### src/dscp_pkg.sv
// Shared constants and enumerations of the converter's serial control port.
// Assumes one system clock domain; every pin is synchronised before use.
package dscp_pkg;

   // ----------------------------------------------------------------
   // Target address and register map
   // ----------------------------------------------------------------
   localparam logic [4:0] DSCP_ADDR_UPPER = 5'h13;
   localparam logic [6:0] DSCP_IDX_LO = 7'h40;
   localparam logic [6:0] DSCP_IDX_HI = 7'h4f;
   localparam int DSCP_REG_COUNT = 16;

   // ----------------------------------------------------------------
   // Framing and timing counts
   // ----------------------------------------------------------------
   localparam logic [4:0] DSCP_SPI_WORD_BITS = 5'h10;
   localparam logic [4:0] DSCP_SPI_BYTE_BITS = 5'h08;
   localparam logic [3:0] DSCP_I2C_BYTE_BITS = 4'h8;
   localparam logic [1:0] DSCP_BOOT_WAIT = 2'h2;

   // ----------------------------------------------------------------
   // Enumerations
   // ----------------------------------------------------------------
   typedef enum logic [1:0] {
      DSCP_MODE_PAR = 2'b00,
      DSCP_MODE_TWO = 2'b01,
      DSCP_MODE_THREE = 2'b10
   } dscp_mode_type;

   typedef enum logic [2:0] {
      DSCP_ST_IDLE = 3'b000,
      DSCP_ST_ADDR = 3'b001,
      DSCP_ST_INDEX = 3'b010,
      DSCP_ST_WDATA = 3'b011,
      DSCP_ST_ACK = 3'b100,
      DSCP_ST_RDATA = 3'b101,
      DSCP_ST_RACK = 3'b110
   } dscp_i2c_type;

endpackage

### src/dscp_sync.sv
// Two-flop synchroniser for a group of unrelated level inputs.
// Assumes each bit is a slow level or a clock well below the sampling rate.
`timescale 1ns/1ps
module dscp_sync #(
   parameter int WIDTH = 1
) (
   // Clock and reset
   input wire logic clock,
   input wire logic rst_n,
   // Levels
   input wire logic [WIDTH-1:0] async_in,
   output logic [WIDTH-1:0] sync_out
);

   // ----------------------------------------------------------------
   // State
   // ----------------------------------------------------------------
   typedef struct packed {
      logic [WIDTH-1:0] meta;
      logic [WIDTH-1:0] stable;
   } dscp_sync_type;

   dscp_sync_type q, d;

   if (WIDTH < 1) begin : g_bad_width
      $error("dscp_sync needs at least one bit");
   end

   always_comb begin
      d.meta = async_in;
      d.stable = q.meta;
   end

   always_ff @(posedge clock or negedge rst_n) begin
      if (!rst_n) begin
         q <= '0;
      end else begin
         q <= d;
      end
   end

   assign sync_out = q.stable;

endmodule

### src/dscp_top.sv
// Serial control port: strap-selected three-wire writer or two-wire target.
// Assumes straps and link pins are asynchronous; open-drain data resolved
// outside from sda_oe.
`timescale 1ns/1ps
module dscp_top
   import dscp_pkg::*;
(
   // Clock and reset
   input wire logic clock,
   input wire logic rst_n,
   // Mode strap pad sensing
   input wire logic mode_strap_hi,
   input wire logic mode_strap_lo,
   // Three-wire port
   input wire logic ctrl_serial_din,
   input wire logic ctrl_shift_clock,
   input wire logic ctrl_port_select_n,
   // Two-wire port
   input wire logic scl_in,
   input wire logic sda_in,
   output logic sda_out,
   output logic sda_oe,
   input wire logic bus_addr_strap_lo,
   input wire logic bus_addr_strap_hi,
   // Register write side
   output logic cfg_wr_stb,
   output logic [6:0] cfg_wr_index,
   output logic [7:0] cfg_wr_data,
   // Selected mode
   output logic mode_valid,
   output logic mode_two_wire,
   output logic mode_three_wire,
   output logic mode_parallel
);

   // ----------------------------------------------------------------
   // State
   // ----------------------------------------------------------------
   typedef struct packed {
      logic booted;
      logic [1:0] boot_cnt;
      dscp_mode_type mode;
      logic sclk_p;
      logic sel_p;
      logic scl_p;
      logic sda_p;
      logic [15:0] s_sh;
      logic [4:0] s_cnt;
      logic s_first;
      logic s_pend;
      logic s_bad;
      logic [6:0] s_idx;
      logic [7:0] s_dat;
      dscp_i2c_type st;
      dscp_i2c_type nxt;
      logic [3:0] cnt;
      logic [7:0] sh;
      logic [6:0] idx;
      logic oe;
      logic wr_stb;
      logic [6:0] wr_idx;
      logic [7:0] wr_dat;
      logic [DSCP_REG_COUNT-1:0][7:0] regs;
   } dscp_state_type;

   dscp_state_type q, d;
   logic [8:0] sync_v;
   logic strap_hi_s, strap_lo_s, din_s, sclk_s, sel_s;
   logic scl_s, sda_s, adr_hi_s, adr_lo_s;
   logic sclk_rise, sel_rise, scl_rise, scl_fall, i2c_start, i2c_stop;
   logic spi_on, i2c_on, do_wr, addr_match;
   logic [6:0] wi, own_addr;
   logic [7:0] wd;

   // ----------------------------------------------------------------
   // Pin synchronisers
   // ----------------------------------------------------------------
   dscp_sync #(
      .WIDTH(9)
   ) u_sync (
      .clock(clock),
      .rst_n(rst_n),
      .async_in({mode_strap_hi, mode_strap_lo, ctrl_serial_din,
                 ctrl_shift_clock, ctrl_port_select_n, scl_in, sda_in,
                 bus_addr_strap_hi, bus_addr_strap_lo}),
      .sync_out(sync_v)
   );

   assign {strap_hi_s, strap_lo_s, din_s, sclk_s, sel_s, scl_s, sda_s,
           adr_hi_s, adr_lo_s} = sync_v;

   function automatic logic in_map(input logic [6:0] i);
      in_map = (i >= DSCP_IDX_LO) && (i <= DSCP_IDX_HI);
   endfunction

   function automatic logic [6:0] advance(input logic [6:0] i);
      advance = (i == DSCP_IDX_HI) ? DSCP_IDX_LO : 7'(i + 7'h01);
   endfunction

   // ----------------------------------------------------------------
   // Edge and condition detection
   // ----------------------------------------------------------------
   // Both ports are oversampled on the system clock, so the link timing
   // never has to line up with the audio clocks.
   assign spi_on = q.booted && (q.mode == DSCP_MODE_THREE);
   assign i2c_on = q.booted && (q.mode == DSCP_MODE_TWO);
   assign sclk_rise = sclk_s && !q.sclk_p;
   assign sel_rise = sel_s && !q.sel_p;
   assign scl_rise = scl_s && !q.scl_p;
   assign scl_fall = !scl_s && q.scl_p;
   assign i2c_start = scl_s && q.scl_p && q.sda_p && !sda_s;
   assign i2c_stop = scl_s && q.scl_p && !q.sda_p && sda_s;
   assign own_addr = {DSCP_ADDR_UPPER, adr_hi_s, adr_lo_s};
   assign addr_match = (q.sh[7:1] == own_addr);

   // ----------------------------------------------------------------
   // Next state
   // ----------------------------------------------------------------
   always_comb begin
      d = q;
      do_wr = 1'b0;
      wi = '0;
      wd = '0;
      d.wr_stb = 1'b0;
      d.sclk_p = sclk_s;
      d.sel_p = sel_s;
      d.scl_p = scl_s;
      d.sda_p = sda_s;

      // Strap is read once, after the synchronisers have settled
      if (!q.booted) begin
         if (q.boot_cnt == DSCP_BOOT_WAIT) begin
            d.booted = 1'b1;
            if (strap_hi_s) begin
               d.mode = DSCP_MODE_THREE;
            end else if (strap_lo_s) begin
               d.mode = DSCP_MODE_TWO;
            end else begin
               d.mode = DSCP_MODE_PAR;
            end
         end else begin
            d.boot_cnt = 2'(q.boot_cnt + 2'h1);
         end
      end

      // Three-wire receiver
      if (!spi_on || sel_s) begin
         d.s_cnt = '0;
         d.s_first = 1'b0;
         d.s_pend = 1'b0;
         d.s_bad = 1'b0;
         if (spi_on && sel_rise && q.s_pend && in_map(q.s_idx)) begin
            do_wr = 1'b1;
            wi = q.s_idx;
            wd = q.s_dat;
         end
      end else if (sclk_rise) begin
         d.s_sh = {q.s_sh[14:0], din_s};
         d.s_cnt = 5'(q.s_cnt + 5'h01);
         if (!q.s_first && d.s_cnt == DSCP_SPI_WORD_BITS) begin
            d.s_first = 1'b1;
            d.s_cnt = '0;
            d.s_bad = q.s_sh[14];
            d.s_idx = q.s_sh[13:7];
            d.s_dat = {q.s_sh[6:0], din_s};
            d.s_pend = !q.s_sh[14];
         end else if (q.s_first && d.s_cnt == DSCP_SPI_BYTE_BITS) begin
            // Each further byte commits the one before it
            d.s_cnt = '0;
            if (q.s_pend && in_map(q.s_idx)) begin
               do_wr = 1'b1;
               wi = q.s_idx;
               wd = q.s_dat;
            end
            d.s_idx = advance(q.s_idx);
            d.s_dat = {q.s_sh[6:0], din_s};
            d.s_pend = !q.s_bad;
         end
      end

      // Two-wire target
      if (!i2c_on || i2c_stop) begin
         d.st = DSCP_ST_IDLE;
         d.oe = 1'b0;
      end else if (i2c_start) begin
         d.st = DSCP_ST_ADDR;
         d.cnt = '0;
         d.oe = 1'b0;
      end else if (scl_rise) begin
         unique case (q.st)
            DSCP_ST_ADDR, DSCP_ST_INDEX, DSCP_ST_WDATA: begin
               d.sh = {q.sh[6:0], sda_s};
               d.cnt = 4'(q.cnt + 4'h1);
            end
            DSCP_ST_RDATA: begin
               d.cnt = 4'(q.cnt + 4'h1);
            end
            DSCP_ST_RACK: begin
               if (sda_s) begin
                  d.st = DSCP_ST_IDLE;
               end else begin
                  d.idx = advance(q.idx);
                  d.sh = q.regs[4'(advance(q.idx) - DSCP_IDX_LO)];
                  d.st = DSCP_ST_ACK;
                  d.nxt = DSCP_ST_RDATA;
               end
            end
            DSCP_ST_IDLE, DSCP_ST_ACK: begin
            end
         endcase
      end else if (scl_fall) begin
         unique case (q.st)
            DSCP_ST_ADDR: begin
               if (q.cnt == DSCP_I2C_BYTE_BITS) begin
                  if (addr_match && (!q.sh[0] || in_map(q.idx))) begin
                     d.oe = 1'b1;
                     d.st = DSCP_ST_ACK;
                     d.nxt = q.sh[0] ? DSCP_ST_RDATA : DSCP_ST_INDEX;
                     d.sh = q.regs[4'(q.idx - DSCP_IDX_LO)];
                  end else begin
                     d.st = DSCP_ST_IDLE;
                  end
               end
            end
            DSCP_ST_INDEX: begin
               if (q.cnt == DSCP_I2C_BYTE_BITS) begin
                  if (!q.sh[7] && in_map(q.sh[6:0])) begin
                     d.idx = q.sh[6:0];
                     d.oe = 1'b1;
                     d.st = DSCP_ST_ACK;
                     d.nxt = DSCP_ST_WDATA;
                  end else begin
                     d.st = DSCP_ST_IDLE;
                  end
               end
            end
            DSCP_ST_WDATA: begin
               if (q.cnt == DSCP_I2C_BYTE_BITS) begin
                  if (in_map(q.idx)) begin
                     do_wr = 1'b1;
                     wi = q.idx;
                     wd = q.sh;
                     d.idx = advance(q.idx);
                     d.oe = 1'b1;
                     d.st = DSCP_ST_ACK;
                     d.nxt = DSCP_ST_WDATA;
                  end else begin
                     d.st = DSCP_ST_IDLE;
                  end
               end
            end
            DSCP_ST_ACK: begin
               d.cnt = '0;
               d.st = q.nxt;
               d.oe = (q.nxt == DSCP_ST_RDATA) ? !q.sh[7] : 1'b0;
            end
            DSCP_ST_RDATA: begin
               if (q.cnt == DSCP_I2C_BYTE_BITS) begin
                  d.oe = 1'b0;
                  d.st = DSCP_ST_RACK;
               end else begin
                  d.sh = {q.sh[6:0], 1'b0};
                  d.oe = !q.sh[6];
               end
            end
            DSCP_ST_IDLE, DSCP_ST_RACK: begin
            end
         endcase
      end

      if (do_wr) begin
         d.regs[4'(wi - DSCP_IDX_LO)] = wd;
         d.wr_stb = 1'b1;
         d.wr_idx = wi;
         d.wr_dat = wd;
      end
   end

   // ----------------------------------------------------------------
   // Registers
   // ----------------------------------------------------------------
   always_ff @(posedge clock or negedge rst_n) begin
      if (!rst_n) begin
         q <= '0;
      end else begin
         q <= d;
      end
   end

   // Open drain: the pin is only ever pulled low
   assign sda_out = 1'b0;
   assign sda_oe = q.oe;
   assign cfg_wr_stb = q.wr_stb;
   assign cfg_wr_index = q.wr_idx;
   assign cfg_wr_data = q.wr_dat;
   assign mode_valid = q.booted;
   assign mode_two_wire = q.booted && (q.mode == DSCP_MODE_TWO);
   assign mode_three_wire = q.booted && (q.mode == DSCP_MODE_THREE);
   assign mode_parallel = q.booted && (q.mode == DSCP_MODE_PAR);
endmodule

### config.mk
export PLATFORM = sky130hd
export DESIGN_NAME = dscp_top
export DESIGN_NICKNAME = d
export VERILOG_FILES = /design/src/dscp_pkg.sv /design/src/dscp_sync.sv /design/src/dscp_top.sv
export SDC_FILE = /design/constraint.sdc
export NUM_CORES = 1
export LEC_CHECK = 0
export BUFFER_PORTS_ARGS = -buffer_cell sky130_fd_sc_hd__buf_4
export CORE_UTILIZATION = 55
export CTS_CLUSTER_DIAMETER = 60
export CTS_CLUSTER_SIZE = 24
export DETAILED_ROUTE_END_ITERATION = 12
export PLACE_DENSITY = 0.72
export SYNTH_ARGS = -nofsm -noshare
export SYNTH_HDL_FRONTEND = slang
export SYNTH_HIERARCHICAL = 1
export SYNTH_SLANG_ARGS = --single-unit
### constraint.sdc
create_clock -name clock -period 4.3 [get_ports clock]
set_input_delay 0 -clock clock [delete_from_list [all_inputs] [get_ports clock]]
set_output_delay 0 -clock clock [all_outputs]
set_load 0.005 [all_outputs]
======== Word-level counts from Yosys, hierarchy flattened ========
Cells that the tools add are included.
operators by class
  multiply operators ...................... 0
  $lt $le $gt $ge ......................... 10
  divide/modulo/power cells ............... 0
  $add $sub $neg .......................... 8
  bitwise gates (word level) .............. 5
  multiplexer cells ....................... 108
  reduce and logical (&&, ||, !) cells .... 70
  shifts and indexed selects .............. 0
  eq/ne operators ......................... 40
operators with widths
  kind                                                        number
  2-to-1 mux 8 bit                                            24
  2-to-1 mux 144 bit                                          1
  bitwise mux 128 bit                                         1
  2-to-1 mux 7 bit                                            16
  binary-select mux 8 bit (select 4 bit)                      2
  2-to-1 mux 15 bit                                           3
  2-to-1 mux 3 bit                                            12
  demux 8 bit (select 4 bit)                                  1
  one-hot mux 8 bit (2 select lines)                          2
  2-to-1 mux 1 bit                                            26
  2-to-1 mux 26 bit                                           1
  2-to-1 mux 25 bit                                           1
  logical AND 1 bit                                           24
  2-to-1 mux 6 bit                                            4
  inequality test 3 bit, second input constant                8
  inequality test 4 bit, second input constant                6
  2-to-1 mux 23 bit                                           1
  >= comparator 7 bit, second input constant                  3
  less-or-equal comparator 7 bit, second input constant       3
  inequality test 5 bit, second input constant                4
  AND reduction 9 bit                                         2
  nonzero test 3 bit                                          6
  less-than comparator 4 x 5 -> 1 bit, second input constant  3
  2-to-1 mux 5 bit                                            3
  other kinds (43)                                            84
storage, ports and cells
  memory bits (read-only) ................. 0
  logic and storage cells ................. 282
  register bits after elaboration ......... 235
  input port bits ......................... 11
  latch bits .............................. 0
  memories kept ........................... 0
  RAM bits ................................ 0

======== Logic depth before layout (Yosys ltp) ========
  depth after elaboration ................. 22
  depth in mapped cells ................... 10

======== Modules after synthesis ========
The synthesis kept the hierarchy.
by module, submodules not included
  module     instances  area an instance (µm²)  cells an instance  sequential area each (µm²)
  dscp_top   1          12087.8                 1050               5430.2
  dscp_sync  1          450.4                   18                 450.4

======== Worst setup path after synthesis ========
OpenSTA, ideal clock, no wires.
  kind .................................... reg-to-reg
  from .................................... register q[146] in the netlist's numbering
  to ...................................... register with a tool-made name
  library setup time ...................... 125 ps
  arrival ................................. 2661 ps
  setup slack ............................. 1515 ps
  stages on the path, launching flop included .. 10
  buffers on the path ..................... 2
  path through ............................ dfrtp_1 > ha_1 > clkbuf_1 > inv_1 > a2111oi_4 > nand2_1 > buf_2 > or4_1 > o21ai_2 > mux2_2
RTL lines
  item                    line             text
  from (decl)             dscp_top.sv:66   dscp_state_type q, d;
  from (signal assigned)  dscp_top.sv:284  q <= '0;
  from (signal assigned)  dscp_top.sv:286  q <= d;

==> flow_results.xml <==
<?xml version="1.0" encoding="UTF-8"?>
<metrics>
  <group name="status">
    <metric name="outcome" unit="">finished clean</metric>
  </group>
  <group name="timing">
    <metric name="timing.final.hold_violations" unit="">0</metric>
    <metric name="achievable_frequency" unit="MHz">281</metric>
    <metric name="period_share" unit="">0.826</metric>
    <metric name="unrepaired_setup_endpoints_after_global_routing" unit="">no</metric>
    <metric name="timing.setup.tns" unit="ps">0</metric>
    <metric name="setup_viol_count_final" unit="">0</metric>
    <metric name="max-slew-margin-rel" unit="">0.140</metric>
    <metric name="timing_max_transition_violations_final" unit="">0</metric>
    <metric name="clock-skew-final" unit="ps">24.7</metric>
    <metric name="final.min_clock_period" unit="ps">3550</metric>
    <metric name="worstMarginPinSlew" unit="ps">1290</metric>
  </group>
  <group name="critical_path">
    <metric name="cp.required" unit="ps">4710</metric>
    <metric name="worst-path-max-fanout" unit="">16</metric>
    <metric name="worstSetupStartpointType" unit="">flop</metric>
    <metric name="end_kind" unit="">flop</metric>
    <metric name="cp_data_arrival_time" unit="ps">3970</metric>
    <metric name="worst-setup-path-type" unit="">flop to flop</metric>
  </group>
  <group name="grt">
    <metric name="global_router_s_overall_resource_usage" unit="">0.279</metric>
    <metric name="grt_pass1_wl" unit="um">50700</metric>
    <metric name="antenna_found_initial" unit="">0</metric>
    <metric name="via_count_of_the_first_global_routing_pass" unit="">8848</metric>
    <metric name="globalRoute.totalOverflow" unit="">0</metric>
    <metric name="grt_start_max_net_pins" unit="">109</metric>
  </group>
  <group name="power">
    <metric name="power.internal" unit="uW">3430</metric>
    <metric name="clock_power_share" unit="">0.456</metric>
    <metric name="power_frac_seq" unit="">0.476</metric>
    <metric name="switching_share" unit="">0.278</metric>
    <metric name="net-switching-power" unit="uW">1320</metric>
    <metric name="power.ir.vdd_worst" unit="uV">307</metric>
    <metric name="power.leakage" unit="uW">0.00608</metric>
    <metric name="power_per_cell_area" unit="mW/mm^2">342</metric>
    <metric name="pwr-share-comb" unit="">0.068</metric>
  </group>
  <group name="drt">
    <metric name="num_vias" unit="">9126</metric>
    <metric name="routed_wirelength" unit="um">31900</metric>
    <metric name="routed_via_density" unit="">6.64</metric>
    <metric name="drt-wirelength-per-cell" unit="um">23.2</metric>
    <metric name="detail_route.drc_violations" unit="">0</metric>
    <metric name="drt-pass1-iter-count" unit="">5</metric>
    <metric name="post_detailed_route_count_of_antenna_violating_nets" unit="">0</metric>
    <metric name="drt_first_iter_violations" unit="">916</metric>
  </group>
  <group name="final_layout">
    <metric name="area_growth_syn_to_layout" unit="%">10.8</metric>
    <metric name="nNetsFinal" unit="">1101</metric>
    <metric name="n_antenna_cell" unit="">0</metric>
    <metric name="layout.filler_cells" unit="">1674</metric>
    <metric name="share_of_cells_above_drive_strength_1" unit="">0.281</metric>
    <metric name="postLayoutCoreUtil" unit="">0.629</metric>
  </group>
  <group name="clocking">
    <metric name="cts.repair.resized" unit="">0</metric>
    <metric name="ctsLongestPathBuffers" unit="">3</metric>
    <metric name="cts_post_setup_buffers_inserted" unit="">0</metric>
    <metric name="cts.sinks" unit="">235</metric>
    <metric name="cts_tree" unit="">done</metric>
    <metric name="clock_insertion_delay_worst_skew" unit="ps">540</metric>
    <metric name="clock_tree.root_cell" unit="">clkbuf_16</metric>
    <metric name="worst_setup_hold_path_clk_slew" unit="ps">80</metric>
    <metric name="clock_tree.htree_level_count" unit="">1</metric>
    <metric name="tritoncts.num_buffers" unit="">22</metric>
  </group>
  <group name="yosys">
    <metric name="syn_avg_cell_area" unit="um^2">11.7</metric>
    <metric name="asyncSetResetFlopFracSynth" unit="">1.00</metric>
    <metric name="yosys_register_bits" unit="">235</metric>
    <metric name="synth.yosys.seq_area_share" unit="">0.469</metric>
    <metric name="postSynth.topFlopCell" unit="">dfrtp_1</metric>
    <metric name="syn_inst" unit="">1068</metric>
    <metric name="synthesized_nets" unit="">1090</metric>
    <metric name="synth-edff-count" unit="">0</metric>
    <metric name="number_of_warnings_printed_during_yosys_synthesis" unit="">6</metric>
    <metric name="ys_types" unit="">74</metric>
    <metric name="synth_area" unit="mm^2">0.0125</metric>
  </group>
  <group name="floorplanning">
    <metric name="starting_density" unit="">0.568</metric>
    <metric name="core_area" unit="mm^2">0.0221</metric>
    <metric name="floorplan.die.width" unit="um">153</metric>
    <metric name="row_count" unit="">54</metric>
    <metric name="count_of_boundary_i_o_pins" unit="">33</metric>
    <metric name="floorplan.die.height" unit="um">153</metric>
    <metric name="dieArea" unit="mm^2">0.0234</metric>
  </group>
  <group name="placed_design">
    <metric name="hpwl" unit="um">20800</metric>
    <metric name="final_estimated_routing_congestion_in_global_placement" unit="">0.879</metric>
    <metric name="port_buffer_cells" unit="">31</metric>
  </group>
  <group name="hold_path">
    <metric name="hold_class" unit="">primary input to asynchronous set/reset pin</metric>
  </group>
  <group name="run">
    <metric name="max-cap-violations" unit="">0</metric>
  </group>
</metrics>
[cell type report]
cell class	count	area [um^2]	area share
Tap cell	280	350	0.0252
Inverter	22	82.6	0.00594
Sequential cell	235	5880	0.423
Clock buffer	23	576	0.0414
Multi-Input combinational cell	729	6200	0.446
Timing Repair Buffer	69	563	0.0405
Clock inverter	17	243	0.0175
[routing by layer]
metal  up-vias  track usage  share of wire
met5         -            0              0
met1      4608        0.396           0.43
li1       4028            -              -
met4         0        0.101          0.035
met2       418        0.428           0.46
met3        72       0.0561          0.079
[stage by stage]
stage	power [uW]	instances	instance area [um^2]	hold slack [ps]	setup WS, ps
global placement	2610	1325	13000	42.2	900
detailed placement	2620	1325	13000	43.3	810
floorplan	2490	1068	12500	-296	1510
global route	4890	1375	13900	105	575
CTS	4790	1375	13900	71.4	801
finish	4750	1375	13900	45.0	747
[Yosys cell counts, types with 15 or more instances]
library cell | number | share of area
a211oi_1 | 20 | 0.012
a21oi_1 | 48 | 0.019
a22oi_1 | 30 | 0.018
buf_2 | 15 | 0.0060
buf_4 | 16 | 0.0096
clkbuf_1 | 40 | 0.012
dfrtp_1 | 235 | 0.47
inv_1 | 22 | 0.0066
mux2_2 | 129 | 0.12
mux2i_1 | 19 | 0.015
mux4_2 | 49 | 0.088
nand2_1 | 105 | 0.031
nor2_1 | 53 | 0.016
o21ai_0 | 32 | 0.013
[path summary, 6_finish.rpt]
kind	end	start	cells after the start	slack, ps
setup reg to reg	flop	q[146]	7	750
hold reg to reg	u_sync/sync_out[5]	u_sync/d[5]	0	350
min in group clock	u_sync/d[0]	bus_addr_strap_lo	2	100
hold / removal	q[190]	rst_n	2	50
setup / recovery	flop	q[146]	7	750
max in group asynchronous	q[146]	rst_n	3	3160
[power groups by stage]
stage                     logic [uW]  registers, uW  clock network, uW
after global routing             354           2270               2270
after detailed placement         315           2310                  0
after CTS                        324           2260               2200
after floorplan                  201           2290                  0
final                            323           2260               2170
after global placement           308           2310                  0
[logic make-up (layout without fill, tap and decap cells)]
logic type               count (synthesis)  count (layout)  share of synthesized area
AND/OR/NAND/NOR                        259             259                      0.103
AO/OA/AOI/OAI                          242             242                      0.146
flip-flops                             235             235                      0.469
multiplexers                           200             200                      0.222
buffers and inverters                  104             131                     0.0380
XOR/XNOR                                16              16                     0.0112
adder cells (fa/ha/maj)                 11              11                     0.0110
other                                    1               1                   0.000299
[critical path, stage by stage, from the launching register on]
cell and delay [ps]:
dfrtp_2 610, ha_1 410, inv_1 160, a2111oi_4 460, nand2_1 410, or4_1 630, a21oi_4 360, mux2_2 380
[repair_timing]
item | in CTS | in global routing
hold endpoints to repair | 91 | 0
endpoints found under the setup margin | 0 | 0
hold buffers | 10 | 0
[cells in the final DEF (no fill, tap or decap), drive strengths merged, types with 11 or more instances in the layout]
cell type / n
o21ai: 39
nor2: 53
a211oi: 20
mux4: 49
nand2: 105
a22oi: 30
a221oi: 13
inv: 33
dfrtp: 235
ha: 11
buf: 59
clkbuf: 23
mux2i: 19
a21oi: 53
mux2: 132
nand3: 12
Power figures use the tool's default switching activity.
